**src/sqr_pkg.sv**
```systemverilog
package sqr_pkg;
   // avalon word offsets
   localparam logic [2:0] CTRL_OFS   = 3'h0;
   localparam logic [2:0] SRC_OFS    = 3'h1;
   localparam logic [2:0] PC_OFS     = 3'h2;
   localparam logic [2:0] WP_OFS     = 3'h3;
   localparam logic [2:0] STATUS_OFS = 3'h4;
   localparam logic [2:0] DATA_OFS   = 3'h5;
   // control word fields
   localparam int CTRL_INSTR_LSB = 0;
   localparam int CTRL_COUNT_LSB = 4;
   localparam int CTRL_REG_LSB   = 8;
   localparam int CTRL_START_BIT = 31;
   // bus status codes
   localparam logic [3:0] CODE_SRC   = 4'h1;
   localparam logic [3:0] CODE_IMM   = 4'h2;
   localparam logic [3:0] CODE_FETCH = 4'h3;
   localparam logic [3:0] CODE_REG   = 4'h6;
   localparam logic [3:0] CODE_ALU   = 4'h9;
   localparam logic [3:0] CODE_IO    = 4'hb;
   localparam logic [3:0] CODE_PTR   = 4'hc;
   localparam logic [3:0] CODE_FLAGS = 4'hd;
   // step cycle counts and the bit base register number
   localparam logic [5:0] SERIAL_BIT_OUTPUT_INSTR_ALU_CYCLES = 6'h04;
   localparam logic [5:0] FLAG_ALU_CYCLES = 6'h02;
   localparam logic [5:0] MASK_ALU_CYCLES = 6'h02;
   localparam logic [5:0] LST_ALU_CYCLES  = 6'h03;
   localparam logic [5:0] MPY_ALU_CYCLES  = 6'h12;
   localparam logic [5:0] ONE_CYCLE       = 6'h01;
   localparam logic [5:0] FULL_BIT_LEN    = 6'h20;
   localparam logic [3:0] BIT_BASE_REG    = 4'hc;
   // reset values
   localparam logic [15:0] PC_RESET  = 16'h0000;
   localparam logic [15:0] WP_RESET  = 16'h0000;
   localparam logic [3:0]  MASK_RESET = 4'h0;

   typedef enum logic [3:0] {
      INSTR_SERIAL_OUT = 4'h0,
      INSTR_LD_DEST    = 4'h1,
      INSTR_LD_SRC     = 4'h2,
      INSTR_LOAD_IMM   = 4'h3,
      INSTR_LOAD_MASK  = 4'h4,
      INSTR_LOAD_FLAGS = 4'h5,
      INSTR_PTR_REG    = 4'h6,
      INSTR_PTR_IMM    = 4'h7,
      INSTR_MULTIPLY   = 4'h8
   } sqr_instr_e;

   typedef enum logic [3:0] {
      S_IDLE, S_REG_RD, S_IMM, S_ALU, S_IO, S_FLAGS, S_FETCH,
      S_REG_WR, S_PTR, S_WR_MSW, S_WR_LSW, S_ALU_END
   } sqr_step_e;
endpackage

```
**src/sqr_sequencer.sv**
```systemverilog
// Decided for this implementation: the Avalon-MM register port and the register offsets.
`timescale 1ns/1ps
module sqr_sequencer (
   input  wire logic        clk_in,
   input  wire logic        reset_in,
   input  wire logic        ce_in,
   input  wire logic [2:0]  avs_address_in,
   input  wire logic        avs_read_in,
   input  wire logic        avs_write_in,
   input  wire logic [31:0] avs_writedata_in,
   output logic      [31:0] avs_readdata_out,
   output logic             avs_waitrequest_out,
   input  wire logic [15:0] bus_rdata_in,
   input  wire logic        int_req_in,
   input  wire logic [3:0]  int_level_in,
   output logic      [3:0]  bus_status_out,
   output logic             bus_active_out,
   output logic             bus_xfer_out,
   output logic             bus_we_out,
   output logic      [15:0] bus_addr_out,
   output logic      [15:0] bus_wdata_out,
   output logic             ldd_flag_out,
   output logic             lds_flag_out,
   output logic      [3:0]  int_mask_out,
   output logic             int_accept_out
);
   sqr_pkg::sqr_step_e  step, next_step;
   sqr_pkg::sqr_instr_e instr_q, next_instr;
   logic [3:0]  cnt_q, next_cnt, reg_q, next_reg, io_bit, next_io_bit;
   logic [15:0] pc, next_pc, wp, next_wp, src_q, next_src, data_q, next_data;
   logic [15:0] base_q, next_base, flags_q, next_flags, opcode_q, next_opcode;
   logic [31:0] prod, next_prod;
   logic [3:0]  next_status, next_mask;
   logic        next_active, next_xfer, next_we, next_ldd, next_lds, next_accept;
   logic [15:0] next_addr, next_wdata;
   logic [5:0]  rem, load_val, io_len;
   logic        advance, load, start_take, wr_take, rd_take, busy;
   logic        next_wait;
   logic [31:0] next_rdata;

   sqr_step_counter #(.W(6)) u_len (
      .clk_in    (clk_in),
      .reset_in  (reset_in),
      .ce_in     (ce_in),
      .load_in   (load),
      .value_in  (load_val),
      .count_out (rem)
   );

   function automatic logic valid_instr(input logic [3:0] code);
      return code <= 4'h8;
   endfunction

   function automatic sqr_pkg::sqr_step_e first_of(input sqr_pkg::sqr_instr_e i);
      unique case (i)
         sqr_pkg::INSTR_LD_DEST, sqr_pkg::INSTR_LD_SRC:                          return sqr_pkg::S_ALU;
         sqr_pkg::INSTR_LOAD_IMM, sqr_pkg::INSTR_LOAD_MASK, sqr_pkg::INSTR_PTR_IMM: return sqr_pkg::S_IMM;
         default:                                                                  return sqr_pkg::S_REG_RD;
      endcase
   endfunction

   function automatic sqr_pkg::sqr_step_e follow(input sqr_pkg::sqr_step_e s, input sqr_pkg::sqr_instr_e i);
      sqr_pkg::sqr_step_e n;
      n = sqr_pkg::S_IDLE;
      unique case (s)
         sqr_pkg::S_REG_RD: n = (i == sqr_pkg::INSTR_PTR_REG) ? sqr_pkg::S_FETCH : sqr_pkg::S_ALU;
         sqr_pkg::S_IMM:    n = (i == sqr_pkg::INSTR_LOAD_MASK) ? sqr_pkg::S_ALU : sqr_pkg::S_FETCH;
         sqr_pkg::S_ALU: begin
            unique case (i)
               sqr_pkg::INSTR_SERIAL_OUT: n = sqr_pkg::S_IO;
               sqr_pkg::INSTR_LOAD_FLAGS: n = sqr_pkg::S_FLAGS;
               sqr_pkg::INSTR_MULTIPLY:   n = sqr_pkg::S_WR_MSW;
               sqr_pkg::INSTR_LOAD_MASK:  n = sqr_pkg::S_FETCH;
               default:                   n = sqr_pkg::S_IDLE;
            endcase
         end
         sqr_pkg::S_IO, sqr_pkg::S_FLAGS, sqr_pkg::S_WR_MSW: n = sqr_pkg::S_FETCH;
         sqr_pkg::S_FETCH: begin
            unique case (i)
               sqr_pkg::INSTR_LOAD_IMM:                         n = sqr_pkg::S_REG_WR;
               sqr_pkg::INSTR_PTR_REG, sqr_pkg::INSTR_PTR_IMM:  n = sqr_pkg::S_PTR;
               sqr_pkg::INSTR_MULTIPLY:                         n = sqr_pkg::S_WR_LSW;
               default:                                         n = sqr_pkg::S_ALU_END;
            endcase
         end
         sqr_pkg::S_IDLE, sqr_pkg::S_REG_WR, sqr_pkg::S_PTR, sqr_pkg::S_WR_LSW, sqr_pkg::S_ALU_END: n = sqr_pkg::S_IDLE;
      endcase
      return n;
   endfunction

   // avalon slave: every access sees exactly one wait cycle
   always_comb begin
      rd_take   = avs_read_in && !avs_waitrequest_out;
      wr_take   = avs_write_in && !avs_waitrequest_out;
      next_wait = !((avs_read_in || avs_write_in) && avs_waitrequest_out);
      busy      = (step != sqr_pkg::S_IDLE);
      unique case (avs_address_in)
         sqr_pkg::CTRL_OFS:   next_rdata = {16'h0000, reg_q, cnt_q, 3'h0, busy, 4'(instr_q)};
         sqr_pkg::SRC_OFS:    next_rdata = {16'h0000, src_q};
         sqr_pkg::PC_OFS:     next_rdata = {16'h0000, pc};
         sqr_pkg::WP_OFS:     next_rdata = {16'h0000, wp};
         sqr_pkg::STATUS_OFS: next_rdata = {flags_q, 8'h00, int_mask_out, lds_flag_out, ldd_flag_out, 1'b0, busy};
         sqr_pkg::DATA_OFS:   next_rdata = {opcode_q, data_q};
         default:             next_rdata = 32'h0000_0000;
      endcase
      if (rd_take) begin
         next_rdata = avs_readdata_out;
      end
   end

   always_ff @(posedge clk_in) begin
      if (reset_in) begin
         avs_waitrequest_out <= 1'b1;
         avs_readdata_out    <= 32'h0000_0000;
      end else if (ce_in) begin
         avs_waitrequest_out <= next_wait;
         avs_readdata_out    <= next_rdata;
      end
   end

   // sequencer and datapath
   always_comb begin
      start_take = wr_take && !busy && (avs_address_in == sqr_pkg::CTRL_OFS)
                   && avs_writedata_in[sqr_pkg::CTRL_START_BIT]
                   && valid_instr(avs_writedata_in[sqr_pkg::CTRL_INSTR_LSB +: 4]);
      next_instr = instr_q;
      next_cnt   = cnt_q;
      next_reg   = reg_q;
      next_src   = src_q;
      next_pc    = pc;
      next_wp    = wp;
      next_data  = data_q;
      next_base  = base_q;
      next_flags = flags_q;
      next_opcode = opcode_q;
      next_prod  = prod;
      next_mask  = int_mask_out;
      next_ldd   = ldd_flag_out;
      next_lds   = lds_flag_out;
      next_io_bit = io_bit;
      advance    = busy && (rem == 6'h00);
      next_step  = step;
      // software writes to the datapath are dropped while a sequence runs
      if (wr_take && !busy) begin
         unique case (avs_address_in)
            sqr_pkg::SRC_OFS: next_src = avs_writedata_in[15:0];
            sqr_pkg::PC_OFS:  next_pc  = avs_writedata_in[15:0];
            sqr_pkg::WP_OFS:  next_wp  = avs_writedata_in[15:0];
            default: ;
         endcase
      end
      if (start_take) begin
         next_instr = sqr_pkg::sqr_instr_e'(avs_writedata_in[sqr_pkg::CTRL_INSTR_LSB +: 4]);
         next_cnt   = avs_writedata_in[sqr_pkg::CTRL_COUNT_LSB +: 4];
         next_reg   = avs_writedata_in[sqr_pkg::CTRL_REG_LSB +: 4];
         next_step  = first_of(next_instr);
      end else if (advance) begin
         next_step = follow(step, instr_q);
         unique case (step)
            sqr_pkg::S_REG_RD: begin
               next_data = bus_rdata_in;
               if (instr_q == sqr_pkg::INSTR_SERIAL_OUT) begin
                  next_base = bus_rdata_in;
               end
               next_prod = 32'(src_q) * 32'(bus_rdata_in);
            end
            sqr_pkg::S_IMM: begin
               next_data = bus_rdata_in;
               next_pc   = pc + 16'h0002;
            end
            sqr_pkg::S_FETCH: begin
               next_opcode = bus_rdata_in;
               next_pc     = pc + 16'h0002;
            end
            sqr_pkg::S_ALU: begin
               if (instr_q == sqr_pkg::INSTR_LD_DEST) begin
                  next_ldd = 1'b1;
               end
               if (instr_q == sqr_pkg::INSTR_LD_SRC) begin
                  next_lds = 1'b1;
               end
            end
            sqr_pkg::S_FLAGS: next_flags = data_q;
            sqr_pkg::S_PTR:   next_wp = data_q;
            sqr_pkg::S_ALU_END: begin
               if (instr_q == sqr_pkg::INSTR_LOAD_MASK) begin
                  next_mask = data_q[3:0];
               end
            end
            default: ;
         endcase
      end
      // bit index steps after every second i/o state
      if (next_step == sqr_pkg::S_IO && step != sqr_pkg::S_IO) begin
         next_io_bit = 4'h0;
      end else if (step == sqr_pkg::S_IO && !rem[0] && rem != 6'h00) begin
         next_io_bit = io_bit + 4'h1;
      end
      io_len = (next_cnt == 4'h0) ? sqr_pkg::FULL_BIT_LEN : {1'b0, next_cnt, 1'b0};
      unique case (next_step)
         sqr_pkg::S_ALU: begin
            unique case (next_instr)
               sqr_pkg::INSTR_SERIAL_OUT: load_val = sqr_pkg::SERIAL_BIT_OUTPUT_INSTR_ALU_CYCLES - 6'h01;
               sqr_pkg::INSTR_LOAD_MASK:  load_val = sqr_pkg::MASK_ALU_CYCLES - 6'h01;
               sqr_pkg::INSTR_LOAD_FLAGS: load_val = sqr_pkg::LST_ALU_CYCLES - 6'h01;
               sqr_pkg::INSTR_MULTIPLY:   load_val = sqr_pkg::MPY_ALU_CYCLES - 6'h01;
               default:                   load_val = sqr_pkg::FLAG_ALU_CYCLES - 6'h01;
            endcase
         end
         sqr_pkg::S_IO: load_val = io_len - 6'h01;
         default:       load_val = sqr_pkg::ONE_CYCLE - 6'h01;
      endcase
      load = start_take || advance;
      // bus outputs are registered from the next step so they line up with it
      next_active = (next_step != sqr_pkg::S_IDLE);
      next_status = sqr_pkg::CODE_ALU;
      next_xfer   = 1'b0;
      next_we     = 1'b0;
      next_addr   = 16'h0000;
      next_wdata  = 16'h0000;
      unique case (next_step)
         sqr_pkg::S_REG_RD: begin
            next_status = sqr_pkg::CODE_REG;
            next_xfer   = 1'b1;
            next_addr   = (next_instr == sqr_pkg::INSTR_SERIAL_OUT)
                          ? next_wp + {11'h000, sqr_pkg::BIT_BASE_REG, 1'b0}
                          : next_wp + {11'h000, next_reg, 1'b0};
         end
         sqr_pkg::S_IMM, sqr_pkg::S_FETCH: begin
            next_status = (next_step == sqr_pkg::S_IMM) ? sqr_pkg::CODE_IMM : sqr_pkg::CODE_FETCH;
            next_xfer   = 1'b1;
            next_addr   = next_pc;
         end
         sqr_pkg::S_IO: begin
            next_status = sqr_pkg::CODE_IO;
            next_xfer   = 1'b1;
            next_we     = 1'b1;
            next_addr   = base_q + {11'h000, next_io_bit, 1'b0};
            next_wdata  = {15'h0000, src_q[next_io_bit]};
         end
         sqr_pkg::S_FLAGS: begin
            next_status = sqr_pkg::CODE_FLAGS;
            next_addr   = data_q;
         end
         sqr_pkg::S_PTR: begin
            next_status = sqr_pkg::CODE_PTR;
            next_addr   = data_q;
         end
         sqr_pkg::S_REG_WR, sqr_pkg::S_WR_MSW, sqr_pkg::S_WR_LSW: begin
            next_status = sqr_pkg::CODE_REG;
            next_xfer   = 1'b1;
            next_we     = 1'b1;
            next_addr   = wp + {11'h000, reg_q, 1'b0};
            next_wdata  = data_q;
            if (next_step == sqr_pkg::S_WR_MSW) begin
               next_wdata = next_prod[31:16];
            end
            if (next_step == sqr_pkg::S_WR_LSW) begin
               next_addr  = wp + {11'h000, reg_q, 1'b0} + 16'h0002;
               next_wdata = prod[15:0];
            end
         end
         sqr_pkg::S_IDLE, sqr_pkg::S_ALU, sqr_pkg::S_ALU_END: begin
            next_status = sqr_pkg::CODE_ALU;
         end
      endcase
      // a level above the mask number is held off
      next_accept = int_req_in && (int_level_in <= next_mask);
   end

   always_ff @(posedge clk_in) begin
      if (reset_in) begin
         step           <= sqr_pkg::S_IDLE;
         instr_q        <= sqr_pkg::INSTR_SERIAL_OUT;
         cnt_q          <= 4'h0;
         reg_q          <= 4'h0;
         io_bit         <= 4'h0;
         src_q          <= 16'h0000;
         pc             <= sqr_pkg::PC_RESET;
         wp             <= sqr_pkg::WP_RESET;
         data_q         <= 16'h0000;
         base_q         <= 16'h0000;
         flags_q        <= 16'h0000;
         opcode_q       <= 16'h0000;
         prod           <= 32'h0000_0000;
         int_mask_out   <= sqr_pkg::MASK_RESET;
         ldd_flag_out   <= 1'b0;
         lds_flag_out   <= 1'b0;
         int_accept_out <= 1'b0;
         bus_status_out <= sqr_pkg::CODE_ALU;
         bus_active_out <= 1'b0;
         bus_xfer_out   <= 1'b0;
         bus_we_out     <= 1'b0;
         bus_addr_out   <= 16'h0000;
         bus_wdata_out  <= 16'h0000;
      end else if (ce_in) begin
         step           <= next_step;
         instr_q        <= next_instr;
         cnt_q          <= next_cnt;
         reg_q          <= next_reg;
         io_bit         <= next_io_bit;
         src_q          <= next_src;
         pc             <= next_pc;
         wp             <= next_wp;
         data_q         <= next_data;
         base_q         <= next_base;
         flags_q        <= next_flags;
         opcode_q       <= next_opcode;
         prod           <= next_prod;
         int_mask_out   <= next_mask;
         ldd_flag_out   <= next_ldd;
         lds_flag_out   <= next_lds;
         int_accept_out <= next_accept;
         bus_status_out <= next_status;
         bus_active_out <= next_active;
         bus_xfer_out   <= next_xfer;
         bus_we_out     <= next_we;
         bus_addr_out   <= next_addr;
         bus_wdata_out  <= next_wdata;
      end
   end

   // helper counters read only by the checks below
   logic [4:0] alu_run;
   logic [5:0] io_states;
   always_ff @(posedge clk_in) begin
      if (reset_in) begin
         alu_run   <= 5'h00;
         io_states <= 6'h00;
      end else if (ce_in) begin
         alu_run   <= (bus_active_out && bus_status_out == sqr_pkg::CODE_ALU) ? alu_run + 5'h01 : 5'h00;
         io_states <= (step == sqr_pkg::S_IO) ? io_states + 6'h01 : 6'h00;
      end
   end
endmodule

```
**src/sqr_step_counter.sv**
```systemverilog
`timescale 1ns/1ps
module sqr_step_counter #(
   parameter int W = 6
) (
   input  wire logic         clk_in,
   input  wire logic         reset_in,
   input  wire logic         ce_in,
   input  wire logic         load_in,
   input  wire logic [W-1:0] value_in,
   output logic      [W-1:0] count_out
);
   logic [W-1:0] next_count;

   always_comb begin
      next_count = count_out;
      if (load_in) begin
         next_count = value_in;
      end else if (count_out != '0) begin
         next_count = count_out - W'(1);
      end
   end

   always_ff @(posedge clk_in) begin
      if (reset_in) begin
         count_out <= '0;
      end else if (ce_in) begin
         count_out <= next_count;
      end
   end
endmodule

```
**config.mk**
```make
export PLATFORM = sky130hd
export DESIGN_NAME = sqr_sequencer
export DESIGN_NICKNAME = d
export VERILOG_FILES = /design/src/sqr_pkg.sv /design/src/sqr_sequencer.sv /design/src/sqr_step_counter.sv
export SDC_FILE = /design/constraint.sdc
export NUM_CORES = 1
export LEC_CHECK = 0
export ABC_AREA = 1
export BUFFER_PORTS_ARGS = -buffer_cell sky130_fd_sc_hd__buf_4
export CAP_MARGIN = 10
export CORE_MARGIN = 4
export CORE_UTILIZATION = 40
export CTS_CLUSTER_DIAMETER = 120
export CTS_CLUSTER_SIZE = 20
export DETAILED_ROUTE_END_ITERATION = 10
export GPL_TIMING_DRIVEN = 0
export PLACE_DENSITY = 0.61
export SLEW_MARGIN = 20
export SYNTH_ARGS = -nofsm -noshare
export SYNTH_HDL_FRONTEND = slang
export SYNTH_SLANG_ARGS = --single-unit
```
**constraint.sdc**
```tcl
create_clock -name clk_in -period 11.5 [get_ports clk_in]
set_input_delay 0.575 -clock clk_in [delete_from_list [all_inputs] [get_ports clk_in]]
set_output_delay 0.575 -clock clk_in [all_outputs]
set_load 0.02 [all_outputs]
```
# Word-level counts from Yosys, hierarchy flattened
# Cells that the tools add are included.
# word_totals
ff_bits	249
latchBits	0
ram_bits	0
romBits	0
input_bits	61
output_inout_bits	79
word_cells	186
n_memories	0
# classes
add_sub_neg	9
n_mul	1
div_mod_pow	0
magnitude_cmp	3
eq_ne	43
shifts	0
mux	48
n_bitwise	2
reduce_logical	53
# op_table
op	n
$mux 16	14
$pmux 32 s6	1
$mux 32	3
$pmux 16 s5	1
$eq 4x3->1 const B	15
$add 16x5->16	3
$pmux 4 s6	2
$mux 4	11
$eq 4x4->1 const B	10
$add 16x2->16 const B	2
$eq 4x2->1 const B	8
$mul 16x16->32	1
$pmux 16 s2	1
$logic_not 4->1	5
$mux 6	3
$add 16x5->16 const B	1
$eq 4x1->1 const B	4
$pmux 4 s4	1
$reduce_and 4->1	4
$pmux 5 s3	1
$reduce_and 5->1	3
$logic_and 1x1->1	12
$pmux 4 s3	1
$pmux 6 s2	1
other kinds (28)	51

# Depth between registers and ports, before layout
# logic_depth
word_depth	13
mapped_depth	34
depth_no_buf	33

# Modules after synthesis
# Synthesis repeated with hierarchy kept, for this count alone.
# hier_totals
cells_unflattened	3326
area_unflattened_um2	22954.5
# modules_own_cells
module	n_inst	cells_per_inst	area_each_um2	seq_area_each_um2
sqr_sequencer	1	3261	22549.1	4864.7
sqr_step_counter	1	65	405.4	120.1

# Least setup slack after synthesis
# OpenSTA, ideal clock, no wires.
# synth_timing
kind	input to register
start	input port bus_rdata_in[1]
end	register prod[28]
setup_time_ps	129
arrival_ps	6004
required_ps	11371
slack_ps	5368
path_stages	27
path_buffers	2
path_cell_list	clkbuf_1 > clkbuf_1 > nand2_1 > fa_1 > fa_1 > fa_1 > fa_1 > inv_1 > fa_1 > inv_1 > fa_1 > inv_1 > ha_1 > nand2_1 > nor2_1 > nand2_1 > nand2_1 > inv_1 > o21ai_0 > inv_1 > o21ai_0 > nand2_1 > nand2_1 > nand2_1 > nand2_1 > xnor2_1 > a21oi_1
# synth_between
elab_chain_len	4
# synth_rtl
element	line	rtl
from (decl)	sqr_sequencer.sv:13	input wire logic [15:0] bus_rdata_in,
$mul 16x16->32	sqr_sequencer.sv:165	next_prod = 32'(src_q) * 32'(bus_rdata_in);
$mux 32	sqr_sequencer.sv:159	unique case (step)
$mux 32	sqr_sequencer.sv:157	end else if (advance) begin
$mux 32	sqr_sequencer.sv:152	if (start_take) begin
to (signal assigned)	sqr_sequencer.sv:309	prod <= next_prod;
to (decl)	sqr_sequencer.sv:32	logic [31:0] prod, next_prod;
# Every way passes these cells.
# A chain may end at the register's enable or synchronous reset.

# Final worst setup path
# layout_timing
start	register src_q[7]
end	register prod[26]
# layout_between
elab_chain_len	4
# layout_rtl
element	line	rtl
from (decl)	sqr_sequencer.sv:30	logic [15:0] pc, next_pc, wp, next_wp, src_q, next_src, data_q, next_data;
from (signal assigned)	sqr_sequencer.sv:302	src_q <= next_src;
$mul 16x16->32	sqr_sequencer.sv:165	
$mux 32	sqr_sequencer.sv:159	
$mux 32	sqr_sequencer.sv:157	
$mux 32	sqr_sequencer.sv:152	
# Every way passes these cells.

==> impl_results.md <==
* Type of the worst min-delay path: in -> reg
* Top-area cell type share of the netlist area at 0.217
* Register-to-register setup slack at ~4.2 ns
* Worst EP arrival at between 7 and 8 ns
* Die H at about 250 µm
* Top_reg_cell synth: dfxtp_1
* Worst reg2reg startpoint: src_q[7]$_SDFFE_PP0P_
* Dpl hpwl at between 70,000 and 80,000 µm
* Antenna Nets Post-Route at 0
* Worst-path clk slew at ~0.080 ns
* Post-synth EDFFs at 0
* Min-Delay Endpoint: int_accept_out$_SDFFE_PP0P_
* Dpl cells at around 4,200
* Most common cell on crit path: inv_1
* Hold Path Depth at 3
* Crit path max fanout at 10
* Tot Pwr at about 2.5 mW
* GR Util All Layers at 0.290
* Post-synth top area cell: dfxtp_1
* H-tree depth at 1
* Area growth, synth to finish at 9.71%
* Worst Tran Pin Value at between 1 and 1.5 ns
* CP endpoint kind: flip-flop
* Register area share after synthesis at 0.217
* Syn Area/Cell at ~6.9 µm²
* DR vias/cell at 5.48
* Mapped Nets at between 3,000 and 4,000
* Achievable Freq at 0.137 GHz
* RSZ-0062 raised after global routing: no
* Crit Path Class: reg -> reg
* Vias in the first global route at roughly 21,000
* Final hold vios at 0
* Slew HR at 0.229
* Vias at 22,992
* NumNets Final at around 3,800
* Number of synthesized register bits at 249
* CTS Buf Count at 16
* Initial antenna violation count at 3
* Synth warn at 0
* VDD IR max at approximately 0.085 mV
* Layout filler cell count at 6,040
* CTS resizes at 0
* Max cap viols at 0
* CTS tree: done
* Pre-CTS WS at approximately 4 ns
* Reg2reg path depth at 28
* IO Pins at 140
* Mapped Area at roughly 23,000 µm²
* Largest net degree at the start of global routing at 21
* Core area at 56,600 µm²
* Starting Density at 0.406
* Share of cells above drive strength 1 at 0.0674
* Total congestion overflow at 0
* Leading cell type in the layout, fill and taps excluded: nand2_1
* Remaining DRCs at 0
* Avg WL per Cell at 21.7 µm
* Port Buffers at 107
* Reg area at 4980 µm²
* Worst setup margin at between 4 and 5 ns
* Status: completed
* Setup bufs post-CTS at 0
* Unique masters post-synth at between 50 and 60
* # hold bufs at CTS at 0
* CP max-delay cell: clkbuf_1
* Pre-antenna DRT Iters at 6
* Cell Count, Final, Fillers Out at roughly 4,200
* Critical Path Start Type: flip-flop
* Async S/R FF share, synth at 0
* Root buf cell: clkbuf_16
* 1st-iter DRT viols at approximately 2,700
* CTS max path bufs at 3
* HP Start: int_req_in
* Static Leak at around 13 nW
* Pwr Density at 98.0 nW/µm²
* Chip Width at 248 µm
* Std-Cell Rows at between 80 and 90
* Fin crit period at 7.32 ns
* Cells after Synth at 3,314
* DIE AREA at between 60,000 and 70,000 µm²
* Gpl congestion at approximately 1.0
* Slew Limit Fails at 0
* First-pass GRT wire length at 135,000 µm
* Crit Reg-Reg Endpoint: prod[26]$_SDFFE_PP0P_
* Worst EP required at approximately 12 ns
* Final setup viols at 0
* Worst path max stage delay at 0.62 ns
* Most frequent cells in the layout: nand2_1 (753), inv_1 (627), o21ai_0 (256)
* Final TNS setup at 0 ns
* Detailed-route wire length at about 91,000 µm
* Sink Count at between 200 and 250
* Fin crit share at 0.636
* Multi-input combinational cell area at approximately 15,000 µm²
* Clock latency on the worst-skew pair at about 0.53 ns
* Ranking of synthesized cells by area: dfxtp_1 (22%), fa_1 (17%), nand2_1 (12%), inv_1 (10%), ha_1 (6.9%)
* Clock skew at just under 0.03 ns
## how the worst max path moves through the flow
stage                                     start                     to  slack, ns  cells after the start
after floorplan                 bus_rdata_in[1]  prod[28]$_SDFFE_PP0P_       5.37                     27
after global placement         bus_rdata_in[13]  prod[28]$_SDFFE_PP0P_       4.01                     25
after detailed placement       bus_rdata_in[13]  prod[28]$_SDFFE_PP0P_       4.01                     25
after CTS                 src_q[7]$_SDFFE_PP0P_  prod[28]$_SDFFE_PP0P_       4.26                     27
after global routing      src_q[6]$_SDFFE_PP0P_  prod[26]$_SDFFE_PP0P_       3.75                     28
final                     src_q[7]$_SDFFE_PP0P_  prod[26]$_SDFFE_PP0P_       4.18                     28
## routing by layer
metal,global-route usage,share of wire,up-vias
li1,-,-,10700
met1,0.428,0.43,10861
met2,0.430,0.42,1231
met3,0.0599,0.12,196
met4,0.0823,0.035,4
met5,0,0.00034,-
## metrics by stage
stage / util / hold slack (ns) / cell area (µm²)
4_1_cts: 0.445 / 0.321 / 25200
6_report: 0.445 / 0.333 / 25200
3_3_place_gp: 0.437 / 0.434 / 24700
5_1_grt: 0.445 / 0.322 / 25200
3_5_place_dp: 0.437 / 0.438 / 24800
2_1_floorplan: - / 0.425 / 23000
## cell type report
type,instances,share of cell area
multi-input cells,2237,0.588
repair buffers,108,0.0325
well taps,756,0.0375
clock buffers,17,0.0169
inverters,655,0.0976
diodes,1,0.0000992
flip-flops and latches,249,0.198
plain buffers,173,0.0285
clock inverters,2,0.00154
## where the power goes
group,internal [mW],switching [mW]
Clock,0.290,0.327
Combinational,0.232,0.652
Sequential,0.919,0.0533
Total,1.44,1.03
## kinds of logic after synthesis
family,count (synthesis),share of synthesized area
AND/OR/NAND/NOR,1178,0.217
buffers and inverters,828,0.138
AO/OA/AOI/OAI,686,0.169
adder cells (fa/ha/maj),323,0.240
flip-flops,249,0.217
XOR/XNOR,49,0.0187
multiplexers,1,0.000435
## Yosys cell counts (all sizes together), types with 35 or more instances
master	n
nor2	189
a21oi	240
ha	126
buf	40
nand3	144
o21ai	283
fa	197
o211ai	35
dfxtp	249
nor3	38
nand2	766
clkbuf	133
inv	652
## sequential cells by signal, summed over array words and instances, names as in the netlist, 6 cells and up
name / cells
base_q: 16
src_q: 16
data_q: 16
bus_addr_out: 16
opcode_q: 16
avs_readdata_out: 32
flags_q: 16
u_len.count_out: 6
pc: 16
prod: 32
wp: 16
bus_wdata_out: 16
## worst max-delay path: cells and delay by family (launching register included)
| family | cells | cell delay [ns] |
|---|---|---|
| buf+inv | 11 | 1.78 |
| flops | 1 | 0.31 |
| compound gates | 6 | 1.28 |
| simple gates | 4 | 0.43 |
| fa+ha+maj | 7 | 3.44 |
(Power assumes the default switching activity.)
